===== src/shared/shs_pkg.sv =====
// Constants shared by the sorting handler sequencer.
package shs_pkg;

  // ==========================================================
  // Register map.
  localparam logic [7:0] SHS_CTRL_OFS   = 8'h00;
  localparam logic [7:0] SHS_LFREQ_OFS  = 8'h04;
  localparam logic [7:0] SHS_DELAY_OFS  = 8'h08;
  localparam logic [7:0] SHS_BINEN_OFS  = 8'h0c;
  localparam logic [7:0] SHS_CMD_OFS    = 8'h10;
  localparam logic [7:0] SHS_STATUS_OFS = 8'h14;
  localparam logic [7:0] SHS_RESULT_OFS = 8'h18;

  // ==========================================================
  // Control register fields.
  localparam int SHS_CTRL_W      = 10;
  localparam int SHS_EXT_TRIG    = 0;
  localparam int SHS_DISP_ON     = 1;
  localparam int SHS_OFS_COMP    = 2;
  localparam int SHS_SPEED_LO    = 3;
  localparam int SHS_BEEPER      = 5;
  localparam int SHS_SUPPLY_EXT  = 6;
  localparam int SHS_CONT_INIT   = 7;
  localparam int SHS_SRC_BUS     = 8;
  localparam int SHS_SPARE       = 9;
  localparam logic [9:0] SHS_CTRL_RST = 10'h023;

  // Command register fields.
  localparam int SHS_CMD_TRIG    = 0;
  localparam int SHS_CMD_FRESET  = 1;
  localparam int SHS_CMD_SAVE    = 2;
  localparam int SHS_CMD_LOAD    = 3;
  localparam int SHS_CMD_SLOT_LO = 8;
  localparam int SHS_CMD_NAME_LO = 16;

  // ==========================================================
  // Settings defaults and limits.
  localparam logic [7:0]  SHS_LF50       = 8'h32;
  localparam logic [7:0]  SHS_LF60       = 8'h3c;
  localparam logic [15:0] SHS_DELAY_RST  = 16'h0000;
  localparam logic [2:0]  SHS_BINEN_RST  = 3'h7;
  localparam int          SHS_SLOTS      = 30;
  localparam logic [4:0]  SHS_NAME_MAX   = 5'h0f;

  // ==========================================================
  // Timing; durations in microseconds, except the clock period in nanoseconds.
  localparam int SHS_CLK_PERIOD_NS = 8;
  localparam int SHS_US_CYC        = (1000 + SHS_CLK_PERIOD_NS - 1) / SHS_CLK_PERIOD_NS;
  localparam int SHS_US_PER_MS     = 1000;
  localparam int SHS_T_FAST_US     = 5000;
  localparam int SHS_T_MED50_US    = 20000;
  localparam int SHS_T_MED60_US    = 16600;
  localparam int SHS_T_SLOW1_US    = 110000;
  localparam int SHS_T_SLOW2_US    = 450000;
  localparam int SHS_T_CFAST_US    = 10000;
  localparam int SHS_T_CMED50_US   = 40000;
  localparam int SHS_T_CMED60_US   = 33000;
  localparam int SHS_T_CSLOW1_US   = 220000;
  localparam int SHS_T_CSLOW2_US   = 900000;
  localparam int SHS_K_SLOW1_50    = 9;
  localparam int SHS_K_SLOW1_60    = 11;
  localparam int SHS_K_SLOW2_50    = 39;
  localparam int SHS_K_SLOW2_60    = 47;
  localparam int SHS_T_OUT_US      = 2000;
  localparam int SHS_T_PROC_ON_US  = 22000;
  localparam int SHS_T_PROC_OFF_US = 5000;

  typedef enum logic [1:0] {SHS_FAST, SHS_MEDIUM, SHS_SLOW1, SHS_SLOW2} shs_speed_t;

endpackage


===== src/hdl/shs_sequencer.sv =====
// Handler trigger, result output and system settings sequencer.
// ==========================================================
`timescale 1ns/10ps

module shs_sequencer #(
  parameter int US_CYCLES = shs_pkg::SHS_US_CYC
) (
  // Clock and reset.
  input  wire logic        core_clk,
  input  wire logic        reset_n,
  // APB slave.
  input  wire logic        psel,
  input  wire logic        penable,
  input  wire logic        pwrite,
  input  wire logic [7:0]  paddr,
  input  wire logic [31:0] pwdata,
  output logic [31:0]      prdata,
  output logic             pready,
  output logic             pslverr,
  // Comparator result of the current measurement.
  input  wire logic [2:0]  bin_judge,
  // Handler pins.
  input  wire logic        meas_trig_n,
  output logic             bin1_good_n,
  output logic             bin2_good_n,
  output logic             bin3_good_n,
  output logic             fail_n,
  output logic             eoc_n,
  output logic             handler_supply_select,
  // Instrument status.
  output logic             beeper_en,
  output logic             sampling
);
  import shs_pkg::*;

  if (US_CYCLES < 1) begin : g_bad_cycles
    $error("US_CYCLES must be at least one");
  end

  if (US_CYCLES > 65536) begin : g_big_cycles
    $error("US_CYCLES must fit the 16-bit prescaler");
  end

  if (SHS_SLOTS > 31) begin : g_bad_slots
    $error("Slot count must fit the 5-bit slot field");
  end

  typedef enum logic [2:0] {ST_IDLE, ST_DELAY, ST_SAMPLE, ST_SETTLE, ST_PROC} shs_state_t;

  // ==========================================================
  // Functions.
  function automatic logic [31:0] ms_to_us(input logic [15:0] ms, input int k);
    ms_to_us = 32'(ms) * 32'(k) * 32'(SHS_US_PER_MS);
  endfunction

  function automatic logic [31:0] sample_us(input logic [1:0] spd, input logic comp,
                                            input logic l60, input logic [15:0] dly);
    logic [31:0] t;
    t = 32'h0;
    if (!comp) begin
      case (shs_speed_t'(spd))
        SHS_FAST:   t = 32'(SHS_T_FAST_US);
        SHS_MEDIUM: t = l60 ? 32'(SHS_T_MED60_US) : 32'(SHS_T_MED50_US);
        SHS_SLOW1:  t = 32'(SHS_T_SLOW1_US);
        default:    t = 32'(SHS_T_SLOW2_US);
      endcase
    end else begin
      case (shs_speed_t'(spd))
        SHS_FAST:   t = 32'(SHS_T_CFAST_US) + ms_to_us(dly, 1);
        SHS_MEDIUM: t = (l60 ? 32'(SHS_T_CMED60_US) : 32'(SHS_T_CMED50_US))
                        + ms_to_us(dly, 1);
        SHS_SLOW1:  t = 32'(SHS_T_CSLOW1_US)
                        + ms_to_us(dly, l60 ? SHS_K_SLOW1_60 : SHS_K_SLOW1_50);
        default:    t = 32'(SHS_T_CSLOW2_US)
                        + ms_to_us(dly, l60 ? SHS_K_SLOW2_60 : SHS_K_SLOW2_50);
      endcase
    end
    sample_us = t;
  endfunction

  function automatic logic [31:0] read_word(input logic [7:0]            a,
                                            input logic [SHS_CTRL_W-1:0] c,
                                            input logic                  l60,
                                            input logic [15:0]           d,
                                            input logic [2:0]            en,
                                            input logic [31:0]           st,
                                            input logic [3:0]            res);
    logic [31:0] w;
    w = 32'h0;
    if (a == SHS_CTRL_OFS) begin
      w = {22'h0, c};
    end else if (a == SHS_LFREQ_OFS) begin
      w = {24'h0, l60 ? SHS_LF60 : SHS_LF50};
    end else if (a == SHS_DELAY_OFS) begin
      w = {16'h0, d};
    end else if (a == SHS_BINEN_OFS) begin
      w = {29'h0, en};
    end else if (a == SHS_STATUS_OFS) begin
      w = st;
    end else if (a == SHS_RESULT_OFS) begin
      w = {28'h0, res};
    end
    read_word = w;
  endfunction

  // ==========================================================
  // Registers.
  logic [SHS_CTRL_W-1:0] ctrl_ff;
  logic [SHS_CTRL_W-1:0] nxt_ctrl;
  logic                  line60_ff;
  logic                  nxt_line60;
  logic [15:0]           delay_ff;
  logic [15:0]           nxt_delay;
  logic [2:0]            binen_ff;
  logic [2:0]            nxt_binen;
  logic [29:0]           slot_mem [0:SHS_SLOTS-1];
  logic [SHS_SLOTS-1:0]  slot_vld_ff;
  logic [2:0]            result_ff;
  logic                  fresh_ff;
  logic                  bus_run_ff;
  logic                  trig_prev_ff;
  shs_state_t            state_ff;
  shs_state_t            nxt_state;
  logic [31:0]           remain_ff;
  logic [31:0]           nxt_remain;
  logic [15:0]           pre_ff;
  logic                  good1_n_ff;
  logic                  good2_n_ff;
  logic                  good3_n_ff;
  logic                  fail_n_ff;
  logic                  eoc_n_ff;

  // ==========================================================
  // APB decode.
  wire        wr_en    = psel & penable & pwrite;
  wire        rd_acc   = psel & penable & ~pwrite;
  wire        hit_ctrl = (paddr == SHS_CTRL_OFS);
  wire        hit_lf   = (paddr == SHS_LFREQ_OFS);
  wire        hit_dly  = (paddr == SHS_DELAY_OFS);
  wire        hit_ben  = (paddr == SHS_BINEN_OFS);
  wire        hit_cmd  = (paddr == SHS_CMD_OFS);
  wire        hit_st   = (paddr == SHS_STATUS_OFS);
  wire        hit_res  = (paddr == SHS_RESULT_OFS);
  wire        hit_any  = hit_ctrl | hit_lf | hit_dly | hit_ben | hit_cmd | hit_st | hit_res;
  wire        cmd_wr   = wr_en & hit_cmd;
  wire [4:0]  cmd_slot = pwdata[SHS_CMD_SLOT_LO +: 5];
  wire [4:0]  cmd_name = pwdata[SHS_CMD_NAME_LO +: 5];
  wire        slot_ok  = (cmd_slot != 5'h00) && (cmd_slot <= 5'(SHS_SLOTS));
  wire [4:0]  slot_idx = cmd_slot - 5'h01;
  wire        do_save  = cmd_wr & pwdata[SHS_CMD_SAVE] & slot_ok
                         & (cmd_name != 5'h00) & (cmd_name <= SHS_NAME_MAX);
  wire        do_load  = cmd_wr & pwdata[SHS_CMD_LOAD] & slot_ok
                         & slot_vld_ff[slot_idx];
  wire        do_freset = cmd_wr & pwdata[SHS_CMD_FRESET];
  wire [29:0] cur_set  = {binen_ff, delay_ff, line60_ff, ctrl_ff};
  wire [29:0] ld_set   = slot_mem[slot_idx];

  assign pready  = 1'b1;
  assign pslverr = psel & penable & ~hit_any;

  // ==========================================================
  // Settings update.
  always_comb begin
    nxt_ctrl   = ctrl_ff;
    nxt_line60 = line60_ff;
    nxt_delay  = delay_ff;
    nxt_binen  = binen_ff;
    if (do_freset) begin
      nxt_ctrl   = SHS_CTRL_RST;
      nxt_line60 = 1'b0;
      nxt_delay  = SHS_DELAY_RST;
      nxt_binen  = SHS_BINEN_RST;
    end else if (do_load) begin
      {nxt_binen, nxt_delay, nxt_line60, nxt_ctrl} = ld_set;
    end else if (wr_en) begin
      if (hit_ctrl) begin
        nxt_ctrl = pwdata[SHS_CTRL_W-1:0];
      end else if (hit_lf) begin
        if (pwdata[7:0] == SHS_LF50) begin
          nxt_line60 = 1'b0;
        end else if (pwdata[7:0] == SHS_LF60) begin
          nxt_line60 = 1'b1;
        end
      end else if (hit_dly) begin
        nxt_delay = pwdata[15:0];
      end else if (hit_ben) begin
        nxt_binen = pwdata[2:0];
      end
    end
  end

  always_ff @(posedge core_clk or negedge reset_n) begin
    if (!reset_n) begin
      ctrl_ff     <= SHS_CTRL_RST;
      line60_ff   <= 1'b0;
      delay_ff    <= SHS_DELAY_RST;
      binen_ff    <= SHS_BINEN_RST;
      slot_vld_ff <= '0;
    end else begin
      ctrl_ff   <= nxt_ctrl;
      line60_ff <= nxt_line60;
      delay_ff  <= nxt_delay;
      binen_ff  <= nxt_binen;
      if (do_save) begin
        slot_vld_ff[slot_idx] <= 1'b1;
      end
    end
  end

  always_ff @(posedge core_clk) begin
    if (do_save) begin
      slot_mem[slot_idx] <= cur_set;
    end
  end

  // ==========================================================
  // Trigger sources.
  wire idle      = (state_ff == ST_IDLE);
  wire ext_fall  = trig_prev_ff & ~meas_trig_n;
  wire ext_start = ctrl_ff[SHS_EXT_TRIG] & ext_fall;
  wire bus_start = cmd_wr & pwdata[SHS_CMD_TRIG]
                   & ctrl_ff[SHS_CONT_INIT] & ctrl_ff[SHS_SRC_BUS];
  wire start     = idle & (ext_start | bus_start);
  wire us_tick   = (pre_ff == 16'(US_CYCLES - 1));
  wire expired   = (remain_ff == 32'h0);
  wire [31:0] smp_us  = sample_us(ctrl_ff[SHS_SPEED_LO +: 2], ctrl_ff[SHS_OFS_COMP],
                                  line60_ff, delay_ff);
  wire [31:0] proc_us = ctrl_ff[SHS_DISP_ON] ? 32'(SHS_T_PROC_ON_US - SHS_T_OUT_US)
                                             : 32'(SHS_T_PROC_OFF_US - SHS_T_OUT_US);
  wire [2:0]  good    = bin_judge & binen_ff;
  wire        upd     = (state_ff == ST_SETTLE) & expired;

  // ==========================================================
  // Measurement sequence.
  always_comb begin
    nxt_state  = state_ff;
    nxt_remain = (us_tick && !expired) ? remain_ff - 32'h1 : remain_ff;
    case (state_ff)
      ST_IDLE: begin
        if (start) begin
          nxt_state  = ST_DELAY;
          nxt_remain = ms_to_us(delay_ff, 1);
        end
      end
      ST_DELAY: begin
        if (expired) begin
          nxt_state  = ST_SAMPLE;
          nxt_remain = smp_us;
        end
      end
      ST_SAMPLE: begin
        if (expired) begin
          nxt_state  = ST_SETTLE;
          nxt_remain = 32'(SHS_T_OUT_US);
        end
      end
      ST_SETTLE: begin
        if (expired) begin
          nxt_state  = ST_PROC;
          nxt_remain = proc_us;
        end
      end
      default: begin
        if (expired) begin
          nxt_state = ST_IDLE;
        end
      end
    endcase
  end

  always_ff @(posedge core_clk or negedge reset_n) begin
    if (!reset_n) begin
      state_ff     <= ST_IDLE;
      remain_ff    <= 32'h0;
      pre_ff       <= 16'h0;
      trig_prev_ff <= 1'b1;
    end else begin
      state_ff     <= nxt_state;
      remain_ff    <= nxt_remain;
      pre_ff       <= (us_tick || nxt_state != state_ff) ? 16'h0 : pre_ff + 16'h1;
      trig_prev_ff <= meas_trig_n;
    end
  end

  // ==========================================================
  // Handler outputs and result buffer.
  always_ff @(posedge core_clk or negedge reset_n) begin
    if (!reset_n) begin
      good1_n_ff <= 1'b1;
      good2_n_ff <= 1'b1;
      good3_n_ff <= 1'b1;
      fail_n_ff  <= 1'b1;
      eoc_n_ff   <= 1'b1;
      result_ff  <= 3'h0;
      fresh_ff   <= 1'b0;
      bus_run_ff <= 1'b0;
    end else begin
      if (start) begin
        eoc_n_ff   <= 1'b1;
        bus_run_ff <= bus_start;
      end else if (state_ff == ST_PROC && expired) begin
        eoc_n_ff <= 1'b0;
      end
      if (upd) begin
        good1_n_ff <= ~good[0];
        good2_n_ff <= ~good[1];
        good3_n_ff <= ~good[2];
        fail_n_ff  <= |good;
        result_ff  <= good;
      end
      if (upd && bus_run_ff) begin
        fresh_ff <= 1'b1;
      end else if (rd_acc && hit_res) begin
        fresh_ff <= 1'b0;
      end
    end
  end

  assign bin1_good_n           = good1_n_ff;
  assign bin2_good_n           = good2_n_ff;
  assign bin3_good_n           = good3_n_ff;
  assign fail_n                = fail_n_ff;
  assign eoc_n                 = eoc_n_ff;
  assign handler_supply_select = ctrl_ff[SHS_SUPPLY_EXT];
  assign beeper_en             = ctrl_ff[SHS_BEEPER];
  assign sampling              = (state_ff == ST_SAMPLE);

  // ==========================================================
  // Read data.
  wire [31:0] rd_status = {24'h0, ~eoc_n_ff, fresh_ff, sampling, ~idle, 1'b0, state_ff};
  wire [31:0] rd_mux    = read_word(paddr, ctrl_ff, line60_ff, delay_ff, binen_ff, rd_status,
                                    {fresh_ff, result_ff});

  always_ff @(posedge core_clk or negedge reset_n) begin
    if (!reset_n) begin
      prdata <= 32'h0;
    end else if (psel && !penable && !pwrite) begin
      prdata <= rd_mux;
    end
  end

endmodule


===== config.mk =====
export PLATFORM = sky130hd
export DESIGN_NAME = shs_sequencer
export DESIGN_NICKNAME = d
export VERILOG_FILES = /design/src/shared/shs_pkg.sv /design/src/hdl/shs_sequencer.sv
export SDC_FILE = /design/constraint.sdc
export NUM_CORES = 2
export LEC_CHECK = 0
export BUFFER_PORTS_ARGS = -buffer_cell sky130_fd_sc_hd__buf_2
export CAP_MARGIN = 0
export CORE_AREA = 3 3 380 382
export DETAILED_ROUTE_END_ITERATION = 7
export DIE_AREA = 0 0 383 385
export GPL_TIMING_DRIVEN = 0
export SYNTH_ARGS = -nofsm -noshare
export SYNTH_HDL_FRONTEND = slang
export SYNTH_SLANG_ARGS = --single-unit

===== constraint.sdc =====
create_clock -name core_clk -period 11.3 [get_ports core_clk]
set_input_delay 1.13 -clock core_clk [delete_from_list [all_inputs] [get_ports core_clk]]
set_output_delay 1.13 -clock core_clk [all_outputs]
set_load 0.01 [all_outputs]

==> impl_metrics.tcl <==
set metrics [dict create \
    slew_violations 1 \
    place_ws_ns -0.995 \
    cellInternalPower_mw 6.84 \
    drive_gt1_share_pct 15.8 \
    routed_wl_um 165000 \
    place_hpwl_um 117000 \
    grt_max_degree 82 \
    holdWs_ns 0.432 \
    coreArea_um2 141000 \
    route.met2.wl_um 72900 \
    ys_types 92 \
    row_count 138 \
    clkLatencyLatePin_ns 0.71 \
    critPathKind "flip-flop to flip-flop" \
    path_max_fanout 40 \
    hold_violations 0 \
    p_clk_share_pct 35.0 \
    run_status "finished with violations" \
    cts_tree "built" \
    ys.flop_type "edfxtp_1" \
    antenna_found_initial 3 \
    cap_violations 2 \
    die_w_um 383 \
    syn_inst 4068 \
    avgViaCountPerCell 5.80 \
    fp.dieH_um 385 \
    synthTopCellsByArea "edfxtp_1, mux4_2, fa_1" \
    min_path_type "primary input to async pin" \
    nets 4824 \
    htree_num_levels 3 \
    cts_sinks 1038 \
    fin_util_pct 45.2 \
    first_iter_violations 4105 \
    cts_made_buffers 100 \
    multiInputGateArea_um2 24200 \
    yosys_register_bits 1038 \
    crit_cells 36 \
    p_seq_share_pct 42.9 \
    grt_pass1_wl_um 240000 \
    synth_warnings 0 \
    grt-ovfl-total 0 \
    path_clk_slew_ns 0.08 \
    numPlacedInstances 6081 \
    slowest_stage "dfrtp_2" \
    postLayoutSetupSlackWorst_ns 0.608 \
    cp.arrival_ns 11.24 \
    grt.total_usage_pct 22.2 \
    violations "max-capacitance violations, max-slew violations" \
    p_leak_nw 25.0 \
    reg2reg_depth 36 \
    slowest_delay_ns 0.94 \
    endpoint_kind "flip-flop" \
    io_buffers 60 \
    min_period_ns 10.69 \
    ioPinCount 91 \
    yosys.area.top_type "edfxtp_1" \
    wl_met3_um 16100 \
    post_drt_wl_per_cell_um 26.3 \
    synth-seq-area-share_pct 54.0 \
    pwr_density_cell_nw_per_um2 152 \
    synth_common_cells "edfxtp_1, inv_1, ha_1, fa_1, nor2_1" \
    synthArstFlopShare_pct 13.3 \
    cts_hold_buf 0 \
    drt-pass1-iter-count 7 \
    drc 0 \
    fillers 12500 \
    routed.top_layer "met4" \
    fmax_mhz 93.5 \
    initial_utilization_pct 39.9 \
    post-route-period-util_pct 94.6 \
    vias 36400 \
    sw_frac_of_total_pct 29.8 \
    m1WireLength_um 70700 \
    place_congestion 0.917 \
    skew_ns 0.0490 \
    synth.most_common_cell "edfxtp_1" \
    synth.cell_area_um2 56500 \
    synth_edf_count 900 \
    finalSetupViolations 0 \
    ir_drop_uv 136 \
    final_cells 6271 \
    crit_buf_inv 5 \
    worst_pin_slew_ns 1.49 \
    syn2layout_area_growth_pct 13.2 \
    r2r_slack_ns 0.61 \
    cts_buffer_depth 3 \
    netSwitchingPower_mw 2.90 \
    grt_pass1_vias 35200 \
    required_ns 11.85 \
    cp_top_family "adder cells" \
    comb_power_share_pct 22.1 \
    maxSlewHeadroom_pct -0.0607 \
    regArea_um2 30500 \
    crit_path_start_kind "flip-flop" \
    die-area_um2 147000 \
    final_antenna_net_count 0 \
    avgSynthCellArea_um2 13.9 \
    netlist.area_leader.share_pct 47.9 \
    rsz0062_at_grt "no" \
    ctsRootBufferMaster "clkbuf_16" \
]
==> cell usage in the layout (no fill, tap or decap), types with 17 or more instances in the layout <==
cell type,n
a211oi_1,28
a21o_1,45
a21oi_1,158
a22o_1,17
a22oi_1,22
and3_1,26
buf_12,32
buf_2,91
buf_4,20
clkbuf_1,116
clkbuf_16,101
clkinv_2,23
conb_1,17
dfrtp_1,106
edfxtp_1,900
fa_1,227
ha_1,252
inv_1,368
mux2_2,27
mux4_2,218
nand2_1,217
nand2b_1,24
nand3_1,62
nand4_1,22
nor2_1,189
nor2_4,32
nor2b_1,23
nor3_1,60
o211ai_1,18
o21a_1,22
o21ai_0,125
o22ai_1,107
or2_2,41
or4_1,28
xnor2_1,151
xor2_1,81
==> power by group through the flow <==
stage	combinational, mW	sequential, mW	clock, mW
floorplan	1.52	4.25	0
global placement	2.10	4.27	0
detailed placement	2.13	4.26	0
CTS	2.14	4.18	3.45
global route	2.38	4.18	3.61
finish	2.16	4.18	3.41
==> metrics by stage <==
stage | total power, mW | setup TNS, ns | instance area, um2
final | 9.74 | 0 | 63900
after global routing | 10.2 | 0 | 63900
after CTS | 9.77 | 0 | 63800
after detailed placement | 6.39 | -7.02 | 60500
after global placement | 6.36 | -5.37 | 59200
after floorplan | 5.77 | 0 | 56500
==> worst register-to-register path, delay by kind of cell, from the launching register on <==
| kind | cells | cell delay, ns |
|---|---|---|
| fa+ha+maj | 10 | 3.85 |
| simple gates | 8 | 1.54 |
| flops | 1 | 0.94 |
| xor+xnor | 2 | 0.52 |
| buf+inv | 5 | 0.70 |
| compound gates | 11 | 2.97 |
==> per-layer routing <==
layer,vias to the layer above,GRT usage (%)
li1,15700,-
met1,18600,32.3
met2,1790,33.6
met3,238,4.49
met4,0,6.49
met5,-,0
==> timing repair <==
item                                    CTS  global route
setup buffers                             0             2
pin swaps                                 0             0
endpoints found under the hold margin     0             0
endpoints found under the setup margin   11             9
resized for setup                         5            12
==> state kept, by name, summed over array words and instances (netlist names) <==
| signal | cells |
|---|---|
| bin1_good_n | 1 |
| bin2_good_n | 1 |
| bin3_good_n | 1 |
| binen_ff | 3 |
| bus_run_ff | 1 |
| ctrl_ff | 10 |
| delay_ff | 16 |
| eoc_n | 1 |
| fail_n | 1 |
| fresh_ff | 1 |
| line60_ff | 1 |
| prdata | 16 |
| pre_ff | 16 |
| remain_ff | 32 |
| result_ff | 3 |
| slot_mem | 900 |
| slot_vld_ff | 30 |
| state_ff | 3 |
| trig_prev_ff | 1 |
==> final timing paths <==
check                                 from         endpoint
max in group asynchronous          reset_n      delay_ff[0]
min reg2reg                slot_vld_ff[24]  slot_vld_ff[24]
min in group core_clk      slot_vld_ff[24]  slot_vld_ff[24]
max reg2reg                    delay_ff[3]    remain_ff[30]
max                            delay_ff[3]    remain_ff[30]
min                                reset_n    remain_ff[19]
==> kinds of logic after synthesis <==
| family | Yosys count | share of synthesized area [%] |
|---|---|---|
| AND/OR/NAND/NOR | 808 | 7.01 |
| buffers and inverters | 526 | 3.70 |
| other | 2 | 0.0133 |
| adder cells (fa/ha/maj) | 482 | 13.7 |
| multiplexers | 261 | 9.51 |
| XOR/XNOR | 237 | 3.68 |
| AO/OA/AOI/OAI | 714 | 8.42 |
| flip-flops | 1038 | 54.0 |
==> area by class of cell <==
class                      instances  share of cell area [%]
multi-input combinational       2519                    37.9
antenna                            2                 0.00783
sequential                      1038                    47.7
buffer                           155                    1.09
timing repair buffer             111                    2.20
clock buffer                     129                    4.15
tap                             1890                    3.70
clock inverter                    56                    1.04
inverter                         371                    2.18
Power figures use the tool's default switching activity.
